--- config.mk ---
export PLATFORM = sky130hd
export DESIGN_NAME = spu_serial_port
export DESIGN_NICKNAME = d
export VERILOG_FILES = /design/src/common/spu_pkg.sv /design/src/rtl/spu_serial_port.sv
export SDC_FILE = /design/constraint.sdc
export NUM_CORES = 1
export LEC_CHECK = 0
export ABC_AREA = 1
export BUFFER_PORTS_ARGS = -buffer_cell sky130_fd_sc_hd__buf_4
export CAP_MARGIN = 10
export CORE_MARGIN = 4
export CORE_UTILIZATION = 33
export CTS_BUF_LIST = sky130_fd_sc_hd__clkbuf_4 sky130_fd_sc_hd__clkbuf_8
export DETAILED_ROUTE_END_ITERATION = 7
export GPL_TIMING_DRIVEN = 0
export SLEW_MARGIN = 20
export SYNTH_ARGS = -nofsm -noshare
export SYNTH_HDL_FRONTEND = slang
export SYNTH_SLANG_ARGS = --single-unit
--- constraint.sdc ---
create_clock -name sys_clk -period 2.1 [get_ports sys_clk]
set_clock_uncertainty 0.1 [all_clocks]
set_input_delay 0.42 -clock sys_clk [delete_from_list [all_inputs] [get_ports sys_clk]]
set_output_delay 0.42 -clock sys_clk [all_outputs]
set_load 0.1 [all_outputs]
--- src/common/spu_pkg.sv ---
// constants, field layouts and states for the serial port block
// Notes on behaviour
// - one synchronous shift mode 0 and three asynchronous modes 1 to 3
// - receive and transmit data registers are separate storage
// - transmitter and receiver are each double-buffered
// - 15-bit bit-rate generator clocked by system clock or external timer pin
// - bit-rate register msb picks clock source, low 15 bits are the divisor
// - transmit pin sends data in async modes, shift clock in mode 0
// - receive pin is async input, or mode 0 data input / open-drain output
// - in modes 1 to 3 any transmit buffer write starts a transmission
// - in mode 0 a transmit write starts only when receiver enable is zero
// - control holds mode, receiver enable, parity enable, ninth transmit bit
// - hardware clears the ninth transmit bit after every finished transmission
// - status holds overrun, tx empty, framing, tx done, rx done, parity/ninth bit
// - reading status clears all flags except transmit empty
// - writing the transmit buffer clears the transmit empty flag
// - separate transmit and receive mask bits gate the serial interrupts
// - separate pending bits set when the transmit or receive event occurs
// - mode 0 gives eight shift clocks and moves eight bits lsb first
// - mode 1 frame: start zero, eight data bits lsb first, stop one
// - modes 2 and 3: start zero, nine data bits lsb first, stop one
// - mode 2 flags reception only if ninth bit is one, mode 3 always
package spu_pkg;
  localparam logic [15:0] OFS_RX_BUF  = 16'h1fb8;
  localparam logic [15:0] OFS_STATUS  = 16'h1fb9;
  localparam logic [15:0] OFS_TX_BUF  = 16'h1fba;
  localparam logic [15:0] OFS_CONTROL = 16'h1fbb;
  localparam logic [15:0] OFS_BITRATE = 16'h1fbc;
  localparam logic [15:0] OFS_IRQ     = 16'h1fc0;
  // control fields
  localparam int CON_MODE_LO = 0;
  localparam int CON_PAR     = 2;
  localparam int CON_REN     = 3;
  localparam int CON_TB8     = 4;
  // status fields
  localparam int ST_OE  = 2;
  localparam int ST_TXE = 3;
  localparam int ST_FE  = 4;
  localparam int ST_TI  = 5;
  localparam int ST_RI  = 6;
  localparam int ST_RB8 = 7;
  // irq register fields: mask tx, mask rx, pend tx, pend rx
  localparam int IRQ_MTX = 0;
  localparam int IRQ_MRX = 1;
  localparam int IRQ_PTX = 2;
  localparam int IRQ_PRX = 3;
  localparam int BIT_SRC = 15;
  localparam logic [3:0] SAMPLE_MID = 4'h7;
  localparam logic [3:0] OVERSAMPLE = 4'hf;
  localparam logic [3:0] NBITS_M0   = 4'h8;
  localparam logic [3:0] NBITS_M1   = 4'ha;
  localparam logic [3:0] NBITS_M23  = 4'hb;
  typedef enum logic [1:0] {TX_IDLE = 2'b00, TX_SHIFT = 2'b01} spu_tx_t;
  typedef enum logic [1:0] {RX_IDLE = 2'b00, RX_SHIFT = 2'b01} spu_rx_t;
endpackage

--- src/rtl/spu_serial_port.sv ---
// serial port: apb registers, bit-rate generator, transmitter and receiver
//
// The APB interface to the registers was decided locally.
`timescale 1ns/100ps
module spu_serial_port
  import spu_pkg::*;
#(
  parameter int DIV_W = 15              // bit-rate divisor width
)(
  input  wire logic        sys_clk,     // 10 MHz system clock
  input  wire logic        sys_rst,     // synchronous reset, high
  input  wire logic        psel,        // apb select
  input  wire logic        penable,     // apb access phase
  input  wire logic        pwrite,      // apb direction
  input  wire logic [15:0] paddr,       // apb byte address
  input  wire logic [31:0] pwdata,      // apb write data
  output logic      [31:0] prdata,      // apb read data
  output logic             pready,      // apb ready
  output logic             pslverr,     // apb error on unmapped address
  input  wire logic        extTimerClockPin, // external bit-rate clock pin
  output logic             txPin,       // serial data, or mode 0 shift clock
  input  wire logic        rxPinIn,     // receive pin level
  output logic             rxPinOut,    // receive pin drive, mode 0
  output logic             rxPinOe,     // receive pin open-drain enable
  output logic             txIrq,       // masked transmit interrupt request
  output logic             rxIrq        // masked receive interrupt request
);
  initial
  begin
    if (DIV_W != 15) $error("divisor width must be 15");
  end

  typedef struct packed {
    logic [31:0] prdata;
    logic        pready;
    logic        pslverr;
    logic [7:0]  control;
    logic [15:0] bitRate;
    logic [7:0]  status;
    logic [3:0]  irq;
    logic [7:0]  rxBuf;
    logic        rxUnread;
    logic [8:0]  txHold;
    logic        txFull;
    logic [14:0] divCnt;
    logic [3:0]  tick16;
    logic [1:0]  extSync;
    logic        extPrev;
    logic [1:0]  rxSync;
    logic        rxPrev;
    spu_tx_t     txState;
    logic [10:0] txShift;
    logic [3:0]  txBits;
    logic [3:0]  txPhase;
    logic        txPin;
    spu_rx_t     rxState;
    logic [9:0]  rxShift;
    logic [3:0]  rxBits;
    logic [3:0]  rxPhase;
    logic        rxOut;
    logic        rxOe;
    logic        txIrq;
    logic        rxIrq;
  } spu_state_t;

  spu_state_t st;
  spu_state_t next_st;

  logic [1:0] mode;
  logic       wrAcc;
  logic       rdAcc;
  logic       extRise;
  logic       genTick;
  logic       bitTick;
  logic       rxLevel;
  logic       parBit;
  logic       rxDone9;
  logic       rxGood;
  logic       txLoad;
  logic [15:0] regIdx;

  assign mode    = st.control[CON_MODE_LO +: 2];
  assign wrAcc   = psel && penable && pwrite && st.pready;
  assign rdAcc   = psel && penable && !pwrite && st.pready;
  assign rxLevel = st.rxSync[1];
  assign extRise = st.extSync[1] && !st.extPrev;
  assign parBit  = ^st.txHold[7:0];
  // registers sit one per word: the byte address is four times the register index
  assign regIdx  = {2'h0, paddr[15:2]};

  ////////////////////////////////////////////////////////////////////////
  // one process builds the whole next state
  always_comb
  begin
    next_st = st;
    genTick = 1'b0;
    bitTick = 1'b0;
    rxDone9 = 1'b0;
    rxGood  = 1'b0;
    txLoad  = 1'b0;
    // pin synchronisers: first stage only feeds the second
    next_st.extSync = {st.extSync[0], extTimerClockPin};
    next_st.rxSync  = {st.rxSync[0], rxPinIn};
    next_st.extPrev = st.extSync[1];
    next_st.rxPrev  = rxLevel;

    // bit-rate generator, source picked by msb of divisor register
    if (!st.bitRate[BIT_SRC] || extRise)
    begin
      if (st.divCnt == '0)
      begin
        next_st.divCnt = st.bitRate[DIV_W-1:0];
        genTick        = 1'b1;
      end
      else
        next_st.divCnt = st.divCnt - 15'h0001;
    end
    if (genTick)
      next_st.tick16 = st.tick16 + 4'h1;
    bitTick = genTick && (st.tick16 == OVERSAMPLE);

    // apb slave: one wait state, pready pulses in the access phase
    next_st.pready  = psel && penable && !st.pready;
    next_st.pslverr = 1'b0;
    if (psel && penable && !st.pready)
    begin
      next_st.prdata = '0;
      unique case (regIdx)
        OFS_RX_BUF:  next_st.prdata = {24'h0, st.rxBuf};
        OFS_STATUS:  next_st.prdata = {24'h0, st.status};
        OFS_CONTROL: next_st.prdata = {24'h0, st.control};
        OFS_BITRATE: next_st.prdata = {16'h0, st.bitRate};
        OFS_IRQ:     next_st.prdata = {28'h0, st.irq};
        OFS_TX_BUF:  next_st.prdata = '0;
        default:     next_st.pslverr = 1'b1;
      endcase
    end
    if (rdAcc && regIdx == OFS_RX_BUF)
      next_st.rxUnread = 1'b0;
    if (rdAcc && regIdx == OFS_STATUS)
      next_st.status = st.status & (8'h01 << ST_TXE);
    if (wrAcc)
    begin
      case (regIdx)
        OFS_CONTROL: next_st.control = pwdata[7:0];
        OFS_BITRATE: next_st.bitRate = pwdata[15:0];
        OFS_IRQ:     next_st.irq     = pwdata[3:0];
        OFS_TX_BUF:
        begin
          // mode 0 only sends with the receiver off
          if (mode != 2'h0 || !st.control[CON_REN])
          begin
            next_st.txHold = {st.control[CON_TB8], pwdata[7:0]};
            next_st.txFull = 1'b1;
            next_st.status[ST_TXE] = 1'b0;
            txLoad = 1'b1;
          end
        end
        default: next_st.pslverr = 1'b0;
      endcase
    end

    // transmitter: holding register feeds shifter; the next frame starts one idle bit after the stop bit
    case (st.txState)
      TX_IDLE:
      begin
        next_st.txPin = 1'b1;
        if (st.txFull && bitTick)
        begin
          // a write in this same cycle refills the holding register, so it stays full
          next_st.txFull = txLoad;
          next_st.status[ST_TXE] = !txLoad;
          next_st.txBits = '0;
          next_st.txState = TX_SHIFT;
          // parity replaces bit 7 in mode 1, bit 8 in mode 3
          if (mode == 2'h0)
            next_st.txShift = {3'h7, st.txHold[7:0]};
          else if (mode == 2'h1)
            next_st.txShift = {2'h3, st.control[CON_PAR] ? parBit : st.txHold[7],
                               st.txHold[6:0], 1'b0};
          else
            next_st.txShift = {1'b1, (mode == 2'h3 && st.control[CON_PAR])
                               ? parBit : st.txHold[8], st.txHold[7:0], 1'b0};
          if (mode == 2'h0)
          begin
            next_st.rxOe  = !st.txHold[0];
            next_st.rxOut = 1'b0;
          end
        end
      end
      TX_SHIFT:
      begin
        if (mode == 2'h0)
        begin
          // shift clock low in first half of each bit on the transmit pin
          if (genTick)
            next_st.txPin = st.tick16[3];
          if (bitTick)
          begin
            next_st.txShift = {1'b1, st.txShift[10:1]};
            next_st.txBits  = st.txBits + 4'h1;
            next_st.rxOe    = !st.txShift[1];
            if (st.txBits == NBITS_M0 - 4'h1)
            begin
              next_st.rxOe = 1'b0;
              next_st.txState = TX_IDLE;
              next_st.status[ST_TI] = 1'b1;
              next_st.irq[IRQ_PTX] = 1'b1;
              next_st.control[CON_TB8] = 1'b0;
            end
          end
        end
        else
        begin
          next_st.txPin = st.txShift[0];
          if (bitTick)
          begin
            next_st.txShift = {1'b1, st.txShift[10:1]};
            next_st.txBits  = st.txBits + 4'h1;
            if (st.txBits == ((mode == 2'h1) ? NBITS_M1 : NBITS_M23) - 4'h2)
            begin
              next_st.status[ST_TI] = 1'b1;                    // stop bit begins
              next_st.irq[IRQ_PTX] = 1'b1;
            end
            if (st.txBits == ((mode == 2'h1) ? NBITS_M1 : NBITS_M23) - 4'h1)
            begin
              next_st.txState = TX_IDLE;
              next_st.control[CON_TB8] = 1'b0;
            end
          end
        end
      end
      default: next_st.txState = TX_IDLE;
    endcase

    // receiver: start-bit edge restarts the phase counter
    case (st.rxState)
      RX_IDLE:
      begin
        next_st.rxPhase = '0;
        next_st.rxBits  = '0;
        if (st.control[CON_REN] && mode != 2'h0 && st.rxPrev && !rxLevel)
          next_st.rxState = RX_SHIFT;
        else if (st.control[CON_REN] && mode == 2'h0 && !st.rxPrev && rxLevel
                 && st.txState == TX_IDLE)
          next_st.rxState = RX_SHIFT;
      end
      RX_SHIFT:
      begin
        if (!st.control[CON_REN])
          next_st.rxState = RX_IDLE;                           // disabling stops it
        else if (genTick)
        begin
          next_st.rxPhase = st.rxPhase + 4'h1;
          if (mode == 2'h0)
            next_st.txPin = st.rxPhase[3];
          if (st.rxPhase == SAMPLE_MID)
          begin
            next_st.rxShift = {rxLevel, st.rxShift[9:1]};
            next_st.rxBits  = st.rxBits + 4'h1;
            if ((mode == 2'h0 && st.rxBits == NBITS_M0 - 4'h1) ||
                (mode == 2'h1 && st.rxBits == NBITS_M1 - 4'h1) ||
                (mode[1] && st.rxBits == NBITS_M23 - 4'h1))
            begin
              next_st.rxState = RX_IDLE;
              next_st.txPin = 1'b1;
              rxDone9 = 1'b1;
            end
          end
        end
      end
      default: next_st.rxState = RX_IDLE;
    endcase

    // completed frame lands in the receive buffer, except a mode 2 frame whose ninth bit is zero
    if (rxDone9)
    begin
      rxGood = (mode != 2'h2) || st.rxShift[9];
      if (rxGood)
      begin
        next_st.status[ST_OE] = st.status[ST_OE] || st.rxUnread;
        next_st.rxUnread = 1'b1;
        next_st.status[ST_RI] = 1'b1;
        next_st.irq[IRQ_PRX] = 1'b1;
        if (mode == 2'h0)
          next_st.rxBuf = {rxLevel, st.rxShift[9:3]};
        else if (mode == 2'h1)
        begin
          next_st.rxBuf = st.rxShift[9:2];
          next_st.status[ST_FE] = st.status[ST_FE] || !rxLevel;
          if (st.control[CON_PAR])
            next_st.status[ST_RB8] = ^st.rxShift[9:2];
        end
        else
        begin
          next_st.rxBuf = st.rxShift[8:1];
          next_st.status[ST_FE] = st.status[ST_FE] || !rxLevel;
          next_st.status[ST_RB8] = (mode == 2'h3 && st.control[CON_PAR])
                                   ? ^st.rxShift[9:1] : st.rxShift[9];
        end
      end
    end

    next_st.txIrq = st.irq[IRQ_PTX] && st.irq[IRQ_MTX];
    next_st.rxIrq = st.irq[IRQ_PRX] && st.irq[IRQ_MRX];

    if (sys_rst)
    begin
      next_st = '0;
      next_st.status[ST_TXE] = 1'b1;
      next_st.txPin = 1'b1;
      next_st.extPrev = 1'b0;
      next_st.rxPrev = 1'b1;
    end
  end

  ////////////////////////////////////////////////////////////////////////
  // the only clocked process
  always_ff @(posedge sys_clk)
  begin
    st <= next_st;
  end

  assign prdata   = st.prdata;
  assign pready   = st.pready;
  assign pslverr  = st.pslverr;
  assign txPin    = st.txPin;
  assign rxPinOut = st.rxOut;
  assign rxPinOe  = st.rxOe;
  assign txIrq    = st.txIrq;
  assign rxIrq    = st.rxIrq;

  ////////////////////////////////////////////////////////////////////////
  // checks
  a_txe_clear_write: assert property (@(posedge sys_clk) disable iff (sys_rst)
    wrAcc && regIdx == OFS_TX_BUF && mode != 2'h0 |=> !st.status[ST_TXE])
    else $error("tx empty not cleared by write");
  a_status_read_clear: assert property (@(posedge sys_clk) disable iff (sys_rst)
    rdAcc && regIdx == OFS_STATUS && !rxDone9
    |=> !st.status[ST_FE] && !st.status[ST_OE] && !st.status[ST_RI])
    else $error("status read did not clear");
  a_mode0_blocked: assert property (@(posedge sys_clk) disable iff (sys_rst)
    wrAcc && regIdx == OFS_TX_BUF && mode == 2'h0 && st.control[CON_REN] && !st.txFull
    |=> !st.txFull) else $error("mode 0 write started with receiver on");
  a_rxpend_set: assert property (@(posedge sys_clk) disable iff (sys_rst)
    rxGood |=> st.irq[IRQ_PRX]) else $error("rx pending not set");
  a_mode2_filter: assert property (@(posedge sys_clk) disable iff (sys_rst)
    rxDone9 && mode == 2'h2 && !st.rxShift[9] |-> !rxGood)
    else $error("mode 2 accepted frame with ninth bit zero");
  a_overrun_set: assert property (@(posedge sys_clk) disable iff (sys_rst)
    rxGood && st.rxUnread |=> st.status[ST_OE]) else $error("overrun missed");
  a_tb8_clear: assert property (@(posedge sys_clk) disable iff (sys_rst)
    st.txState == TX_SHIFT ##1 st.txState == TX_IDLE && !$past(wrAcc) |-> !st.control[CON_TB8])
    else $error("ninth tx bit not cleared");
  a_irq_mask_tx: assert property (@(posedge sys_clk) disable iff (sys_rst)
    !st.irq[IRQ_MTX] ##1 !st.irq[IRQ_MTX] |-> !txIrq) else $error("masked tx irq");
endmodule

Word level (Yosys, flattened, before mapping) --
Index checks and enable logic that the tools add are counted.
Storage, ports and cells: bits in registers 153
Operators by class: $add $sub $neg 7, eq/ne operators 32, multiplexer cells 101, reduce and logical (&&, ||, !) cells 65
Operators with widths (number):
- two-way mux 17 bit | 5
- == test 14 x 13 -> 1 bit, second input constant | 6
- one-hot mux 16 bit (5 select lines) | 1
- two-way mux 1 bit | 68
- two-way mux 8 bit | 5
- one-hot mux 15 bit (2 select lines) | 1
- two-way mux 25 bit | 1
- logical AND 1 bit | 24
- two-way mux 21 bit | 1
- two-way mux 10 bit | 2
- inequality test 3 bit, second input constant | 6
- adder 4 x 1 -> 4 bit, second input constant | 4
- two-way mux 16 bit | 1
- inequality test 2 bit, second input constant | 8
- one-hot mux 8 bit (2 select lines) | 1
- AND reduction 4 bit | 4
- XOR reduction 8 bit | 2
- zero test 15 bit | 1
- two-way mux 15 bit | 1
- subtractor 15 x 1 -> 15 bit, second input constant | 1
- two-way mux 2 bit | 7
- == test 4 x 3 -> 1 bit, second input constant | 3
- == test 4 bit, second input constant | 3
- zero test 1 bit | 10
- 18 further kinds | 39

Logic depth before layout (Yosys ltp) --
word-level depth 13, depth in mapped cells 13

Least setup slack after synthesis --
No wires, ideal clock.
path type flip-flop to flip-flop, from register st (netlist bit pready), to register st[120] in the netlist's numbering, setup time 127 ps, arrival time 2086 ps, data required time 1873 ps, setup slack -214 ps, stages on the path, launching flop included 7, buffers on the path 1, period minus slack after synthesis 2314 ps, cells stage by stage dfxtp_1 > inv_1 > nor3_2 > nand3_1 > clkbuf_1 > o21ai_0 > a21oi_1
On the way: word-level cells in the longest chain between the ends 2
RTL lines:
- start, declared | RTL line spu_serial_port.sv:66 | spu_state_t st;
- start signal, assigned | RTL line spu_serial_port.sv:321 | st <= next_st;
- logical AND 1 bit | RTL line spu_serial_port.sv:83 | assign wrAcc = psel && penable && pwrite && st.pready;
- AND reduction 2 bit (no source line)
No other way between the ends. A chain may end at the register's enable or synchronous reset.

Final worst setup path --
from register st[56] in the netlist's numbering, to register st[44] in the netlist's numbering
On the way: word-level cells in the longest chain between the ends 7, elaborated cells between the ends (all ways) 8
RTL lines:
- zero test 15 bit (*) | RTL line spu_serial_port.sv:110 | if (st.divCnt == '0)
- two-way mux 1 bit (*) | RTL line spu_serial_port.sv:110
- two-way mux 1 bit (*) | RTL line spu_serial_port.sv:108 | if (!st.bitRate[BIT_SRC] || extRise)
- logical AND 1 bit (*) | RTL line spu_serial_port.sv:120 | bitTick = genTick && (st.tick16 == OVERSAMPLE);
- logical AND 1 bit | RTL line spu_serial_port.sv:168 | if (st.txFull && bitTick)
- inequality test 2 bit (no source line)
- AND reduction 4 bit (no source line) (*)
Mark *: on every way between the ends. The rest lies on a longest branch, timed or not.

==> run_summary.xml <==
<?xml version="1.0" encoding="UTF-8"?>
<metrics>
  <group name="placement">
    <metric name="port_buffers" unit="">58</metric>
    <metric name="place.detailed.hpwl" unit="mm">15.8</metric>
    <metric name="routabilityCongestion" unit="">0.902</metric>
    <metric name="place_ws" unit="ns">-0.177</metric>
    <metric name="cell_total_after_placement" unit="">1391</metric>
  </group>
  <group name="sta">
    <metric name="relSlewSlack" unit="%">44.2</metric>
    <metric name="report.final.hold_viol_count" unit="">0</metric>
    <metric name="final.period_utilization" unit="%">93.5</metric>
    <metric name="final.min_clock_period" unit="ns">1.96</metric>
    <metric name="timing.final.setup_violations" unit="">0</metric>
    <metric name="maxSlewViolCount" unit="">0</metric>
    <metric name="fmaxAchievable" unit="MHz">509</metric>
    <metric name="worstMarginPinSlew" unit="ns">0.837</metric>
    <metric name="postLayoutSetupSlackWorst" unit="ns">0.137</metric>
    <metric name="unrepaired_setup_endpoints_after_global_routing" unit="">no</metric>
  </group>
  <group name="final_layout">
    <metric name="finalNetCount" unit="">1210</metric>
    <metric name="post_layout_nonfiller_instances" unit="">1436</metric>
    <metric name="synthToLayoutAreaGrowth" unit="%">20.7</metric>
    <metric name="regArea" unit="µm²">2680</metric>
    <metric name="multi_input_area" unit="µm²">3670</metric>
    <metric name="insertedDiodeCount" unit="">0</metric>
    <metric name="filler_cell_count" unit="">2208</metric>
    <metric name="drive_gt1_share" unit="%">16.8</metric>
  </group>
  <group name="job">
    <metric name="max_cap_violations" unit="">0</metric>
  </group>
  <group name="power">
    <metric name="power.leakage" unit="µW">0.00359</metric>
    <metric name="fin_total_pwr" unit="µW">6980</metric>
    <metric name="power-per-cell-area" unit="nW/µm²">810</metric>
    <metric name="worst_ir_drop_vdd" unit="mV">0.315</metric>
  </group>
  <group name="floorplanning">
    <metric name="rows" unit="">53</metric>
    <metric name="ios" unit="">94</metric>
    <metric name="die-width" unit="µm">155</metric>
    <metric name="floorplan.core_area" unit="µm²">21200</metric>
    <metric name="initial_core_util" unit="%">33.7</metric>
    <metric name="fp.dieArea" unit="µm²">24000</metric>
    <metric name="dieHeight" unit="µm">155</metric>
  </group>
  <group name="synth">
    <metric name="synth_area" unit="µm²">7140</metric>
    <metric name="synth_flop_cell" unit="">sky130_fd_sc_hd__dfxtp_1</metric>
    <metric name="synth-async-reset-ratio" unit="%">0</metric>
    <metric name="synth_seq_area_share" unit="%">37.6</metric>
    <metric name="synth_enable_flop_cells" unit="">0</metric>
    <metric name="postSynthRegisterBits" unit="">134</metric>
    <metric name="yosys_warn_count" unit="">0</metric>
    <metric name="number_of_cells_produced_by_synthesis" unit="">1042</metric>
    <metric name="syn_avg_cell_area" unit="µm²">6.85</metric>
    <metric name="netlist-cell-type-count" unit="">46</metric>
  </group>
  <group name="route">
    <metric name="route.detailed.vias_per_inst" unit="">4.89</metric>
    <metric name="drt-initial-drc-count" unit="">478</metric>
    <metric name="drt.antenna.violating_nets" unit="">0</metric>
    <metric name="totalWireLength" unit="mm">21.1</metric>
    <metric name="vias" unit="">7027</metric>
    <metric name="first_pass_iters" unit="">5</metric>
    <metric name="drc" unit="">0</metric>
    <metric name="wire_per_inst" unit="µm">14.7</metric>
  </group>
  <group name="clocking">
    <metric name="path_clk_slew" unit="ns">0.08</metric>
    <metric name="h-tree-depth" unit="">4</metric>
    <metric name="ctsHoldBuffers" unit="">0</metric>
    <metric name="cts_root_buffer" unit="">sky130_fd_sc_hd__clkbuf_8</metric>
    <metric name="clk_latency" unit="ns">0.46</metric>
    <metric name="cts_tree" unit="">built</metric>
    <metric name="cts_made_buffers" unit="">17</metric>
    <metric name="number_of_clock_sinks" unit="">134</metric>
    <metric name="max-clock-path-buffers" unit="">2</metric>
  </group>
  <group name="setup_path">
    <metric name="crit_required" unit="ns">2.39</metric>
    <metric name="critical_path_class" unit="">register to register</metric>
    <metric name="crit_end_category" unit="">register</metric>
    <metric name="cp_max_fo" unit="">6</metric>
    <metric name="startpoint_type_of_the_worst_setup_path" unit="">register</metric>
    <metric name="crit_arrival" unit="ns">2.25</metric>
  </group>
  <group name="hold_path">
    <metric name="min_path_type" unit="">input port to register</metric>
  </group>
  <group name="grt">
    <metric name="via_count_of_the_first_global_routing_pass" unit="">6425</metric>
    <metric name="grt_remaining_overflow" unit="">0</metric>
    <metric name="maximum_number_of_pins_on_one_net_before_global_route_repair" unit="">17</metric>
    <metric name="grt_pass1_wl" unit="mm">33.4</metric>
    <metric name="grt_antenna_before_repair" unit="">0</metric>
    <metric name="grt_util_all_layers" unit="%">17.5</metric>
  </group>
  <group name="status">
    <metric name="run_status" unit="">finished, final reports clean</metric>
  </group>
</metrics>
==> power by group <==
group	switching (µW)	total, µW	internal (µW)	leakage [µW]
Combinational	1010	1630	618	0.00227
Clock	1080	2590	1510	0.000233
Sequential	103	2760	2660	0.00109
==> worst max-delay path, stage by stage, from the launching register on <==
cell                      delay [ns]
sky130_fd_sc_hd__dfxtp_1        0.33
sky130_fd_sc_hd__inv_2          0.10
sky130_fd_sc_hd__ha_4           0.16
sky130_fd_sc_hd__nand2_4        0.08
sky130_fd_sc_hd__nor2_4         0.19
sky130_fd_sc_hd__nand3_4        0.18
sky130_fd_sc_hd__nor2_4         0.21
sky130_fd_sc_hd__buf_4          0.17
sky130_fd_sc_hd__nand2_1        0.06
sky130_fd_sc_hd__inv_1          0.08
sky130_fd_sc_hd__nand2_1        0.07
sky130_fd_sc_hd__a21oi_1        0.15
==> logic make-up after synthesis <==
family | after synthesis | synth area share (%)
flops | 134 | 37.6
compound gates | 250 | 18.9
simple gates | 441 | 27.7
fa+ha+maj | 7 | 1.23
other cells | 1 | 0.0526
buf+inv | 192 | 12.5
xor+xnor | 17 | 2.09
==> through the flow <==
stage | cell area [µm²] | setup TNS (ns) | hold WS (ns) | util [%]
global placement | 7980 | -4.00 | 0.290 | 37.7
global route | 8610 | 0 | 0.0647 | 40.7
detailed placement | 7980 | -4.79 | 0.302 | 37.7
CTS | 8480 | 0 | 0.0416 | 40.1
finish | 8610 | 0 | 0.0614 | 40.7
floorplan | 7200 | 0 | 0.288 | -
==> path summary, 6_finish.rpt <==
| path | startpoint | slack, ns | endpoint | depth (start not counted) |
|---|---|---|---|---|
| setup / recovery | st[56]$_SDFFE_PP0N_ | 0.14 | st[44]$_SDFFE_PP0P_ | 11 |
| hold / removal | extTimerClockPin | 0.06 | st[50]$_SDFF_PP0_ | 3 |
| setup reg to reg | st[56]$_SDFFE_PP0N_ | 0.14 | st[44]$_SDFFE_PP0P_ | 11 |
| hold reg to reg | st[47]$_SDFF_PP0_ | 0.30 | rxLevel$_SDFF_PP0_ | 2 |
==> what timing repair did <==
action	CTS	global route
setup buffers	3	10
pin swaps	4	7
endpoints found under the hold margin	0	0
gates resized for setup	3	13
endpoints found under the setup margin	40	54
==> cells in the mapped netlist, types with 4 or more instances <==
master,instances,area (µm²)
sky130_fd_sc_hd__xnor2_1,7,61.3
sky130_fd_sc_hd__buf_2,14,70.1
sky130_fd_sc_hd__nand2_1,233,875
sky130_fd_sc_hd__ha_1,7,87.6
sky130_fd_sc_hd__buf_4,34,255
sky130_fd_sc_hd__a31oi_1,4,25.0
sky130_fd_sc_hd__o211ai_1,7,52.6
sky130_fd_sc_hd__nor2_1,85,319
sky130_fd_sc_hd__xor2_1,10,87.6
sky130_fd_sc_hd__o21ai_0,106,531
sky130_fd_sc_hd__clkbuf_1,27,101
sky130_fd_sc_hd__a21oi_2,4,35.0
sky130_fd_sc_hd__dfxtp_1,134,2680
sky130_fd_sc_hd__nand4_1,15,93.8
sky130_fd_sc_hd__nand2_2,4,25.0
sky130_fd_sc_hd__nand3_1,69,345
sky130_fd_sc_hd__o221ai_1,4,35.0
sky130_fd_sc_hd__a22oi_1,4,30.0
sky130_fd_sc_hd__a21oi_1,98,490
sky130_fd_sc_hd__o21ai_1,8,40.0
sky130_fd_sc_hd__nor2_4,6,67.6
sky130_fd_sc_hd__a211oi_1,5,37.5
sky130_fd_sc_hd__inv_1,109,409
sky130_fd_sc_hd__o21bai_1,4,30.0
sky130_fd_sc_hd__nor3_1,10,50.1
==> layout by cell type, fill, tap and decap left out, types with 4 or more instances in the layout <==
master / instances
sky130_fd_sc_hd__nand2_1: 233
sky130_fd_sc_hd__dfxtp_1: 133
sky130_fd_sc_hd__inv_1: 108
sky130_fd_sc_hd__buf_4: 105
sky130_fd_sc_hd__o21ai_0: 102
sky130_fd_sc_hd__a21oi_1: 97
sky130_fd_sc_hd__nor2_1: 83
sky130_fd_sc_hd__nand3_1: 68
sky130_fd_sc_hd__clkbuf_1: 27
sky130_fd_sc_hd__clkbuf_8: 19
sky130_fd_sc_hd__conb_1: 17
sky130_fd_sc_hd__nand4_1: 15
sky130_fd_sc_hd__buf_2: 13
sky130_fd_sc_hd__o21ai_1: 12
sky130_fd_sc_hd__xor2_1: 10
sky130_fd_sc_hd__nor3_1: 10
sky130_fd_sc_hd__xnor2_1: 7
sky130_fd_sc_hd__o211ai_1: 7
sky130_fd_sc_hd__nor2_4: 6
sky130_fd_sc_hd__ha_1: 6
sky130_fd_sc_hd__a211oi_1: 5
sky130_fd_sc_hd__nor2_2: 5
sky130_fd_sc_hd__a21oi_2: 5
sky130_fd_sc_hd__bufinv_16: 5
sky130_fd_sc_hd__inv_2: 4
sky130_fd_sc_hd__o21bai_1: 4
sky130_fd_sc_hd__a31oi_1: 4
sky130_fd_sc_hd__a22oi_1: 4
sky130_fd_sc_hd__o221ai_1: 4
==> metal layers <==
metal  global-route usage, %  up-vias  part of all wire [%]
li1                        -     3580                     -
met1                    23.9     3207                    47
met2                    27.6      202                    45
met3                    3.70       38                   5.3
met4                    5.51        0                   2.4
met5                       0        -                     0
==> registers in the layout (all words and copies together) (netlist names) <==
| name | count |
|---|---|
| st | 109 |
| prdata | 16 |
| mode | 2 |
| pready | 1 |
| pslverr | 1 |
| rxIrq | 1 |
| rxLevel | 1 |
| rxPinOe | 1 |
| txIrq | 1 |
| txPin | 1 |
==> cell type report <==
cell class                      instances  share of cell area (%)
Clock buffer                           21                    3.21
Timing Repair Buffer                   71                    6.33
Inverter                              114                    4.98
Clock inverter                         11                    2.28
Tap cell                              275                    3.99
Multi-Input combinational cell        732                    42.7
Buffer                                 78                    5.37
Sequential cell                       134                    31.2
Power figures use the tool's default switching activity.
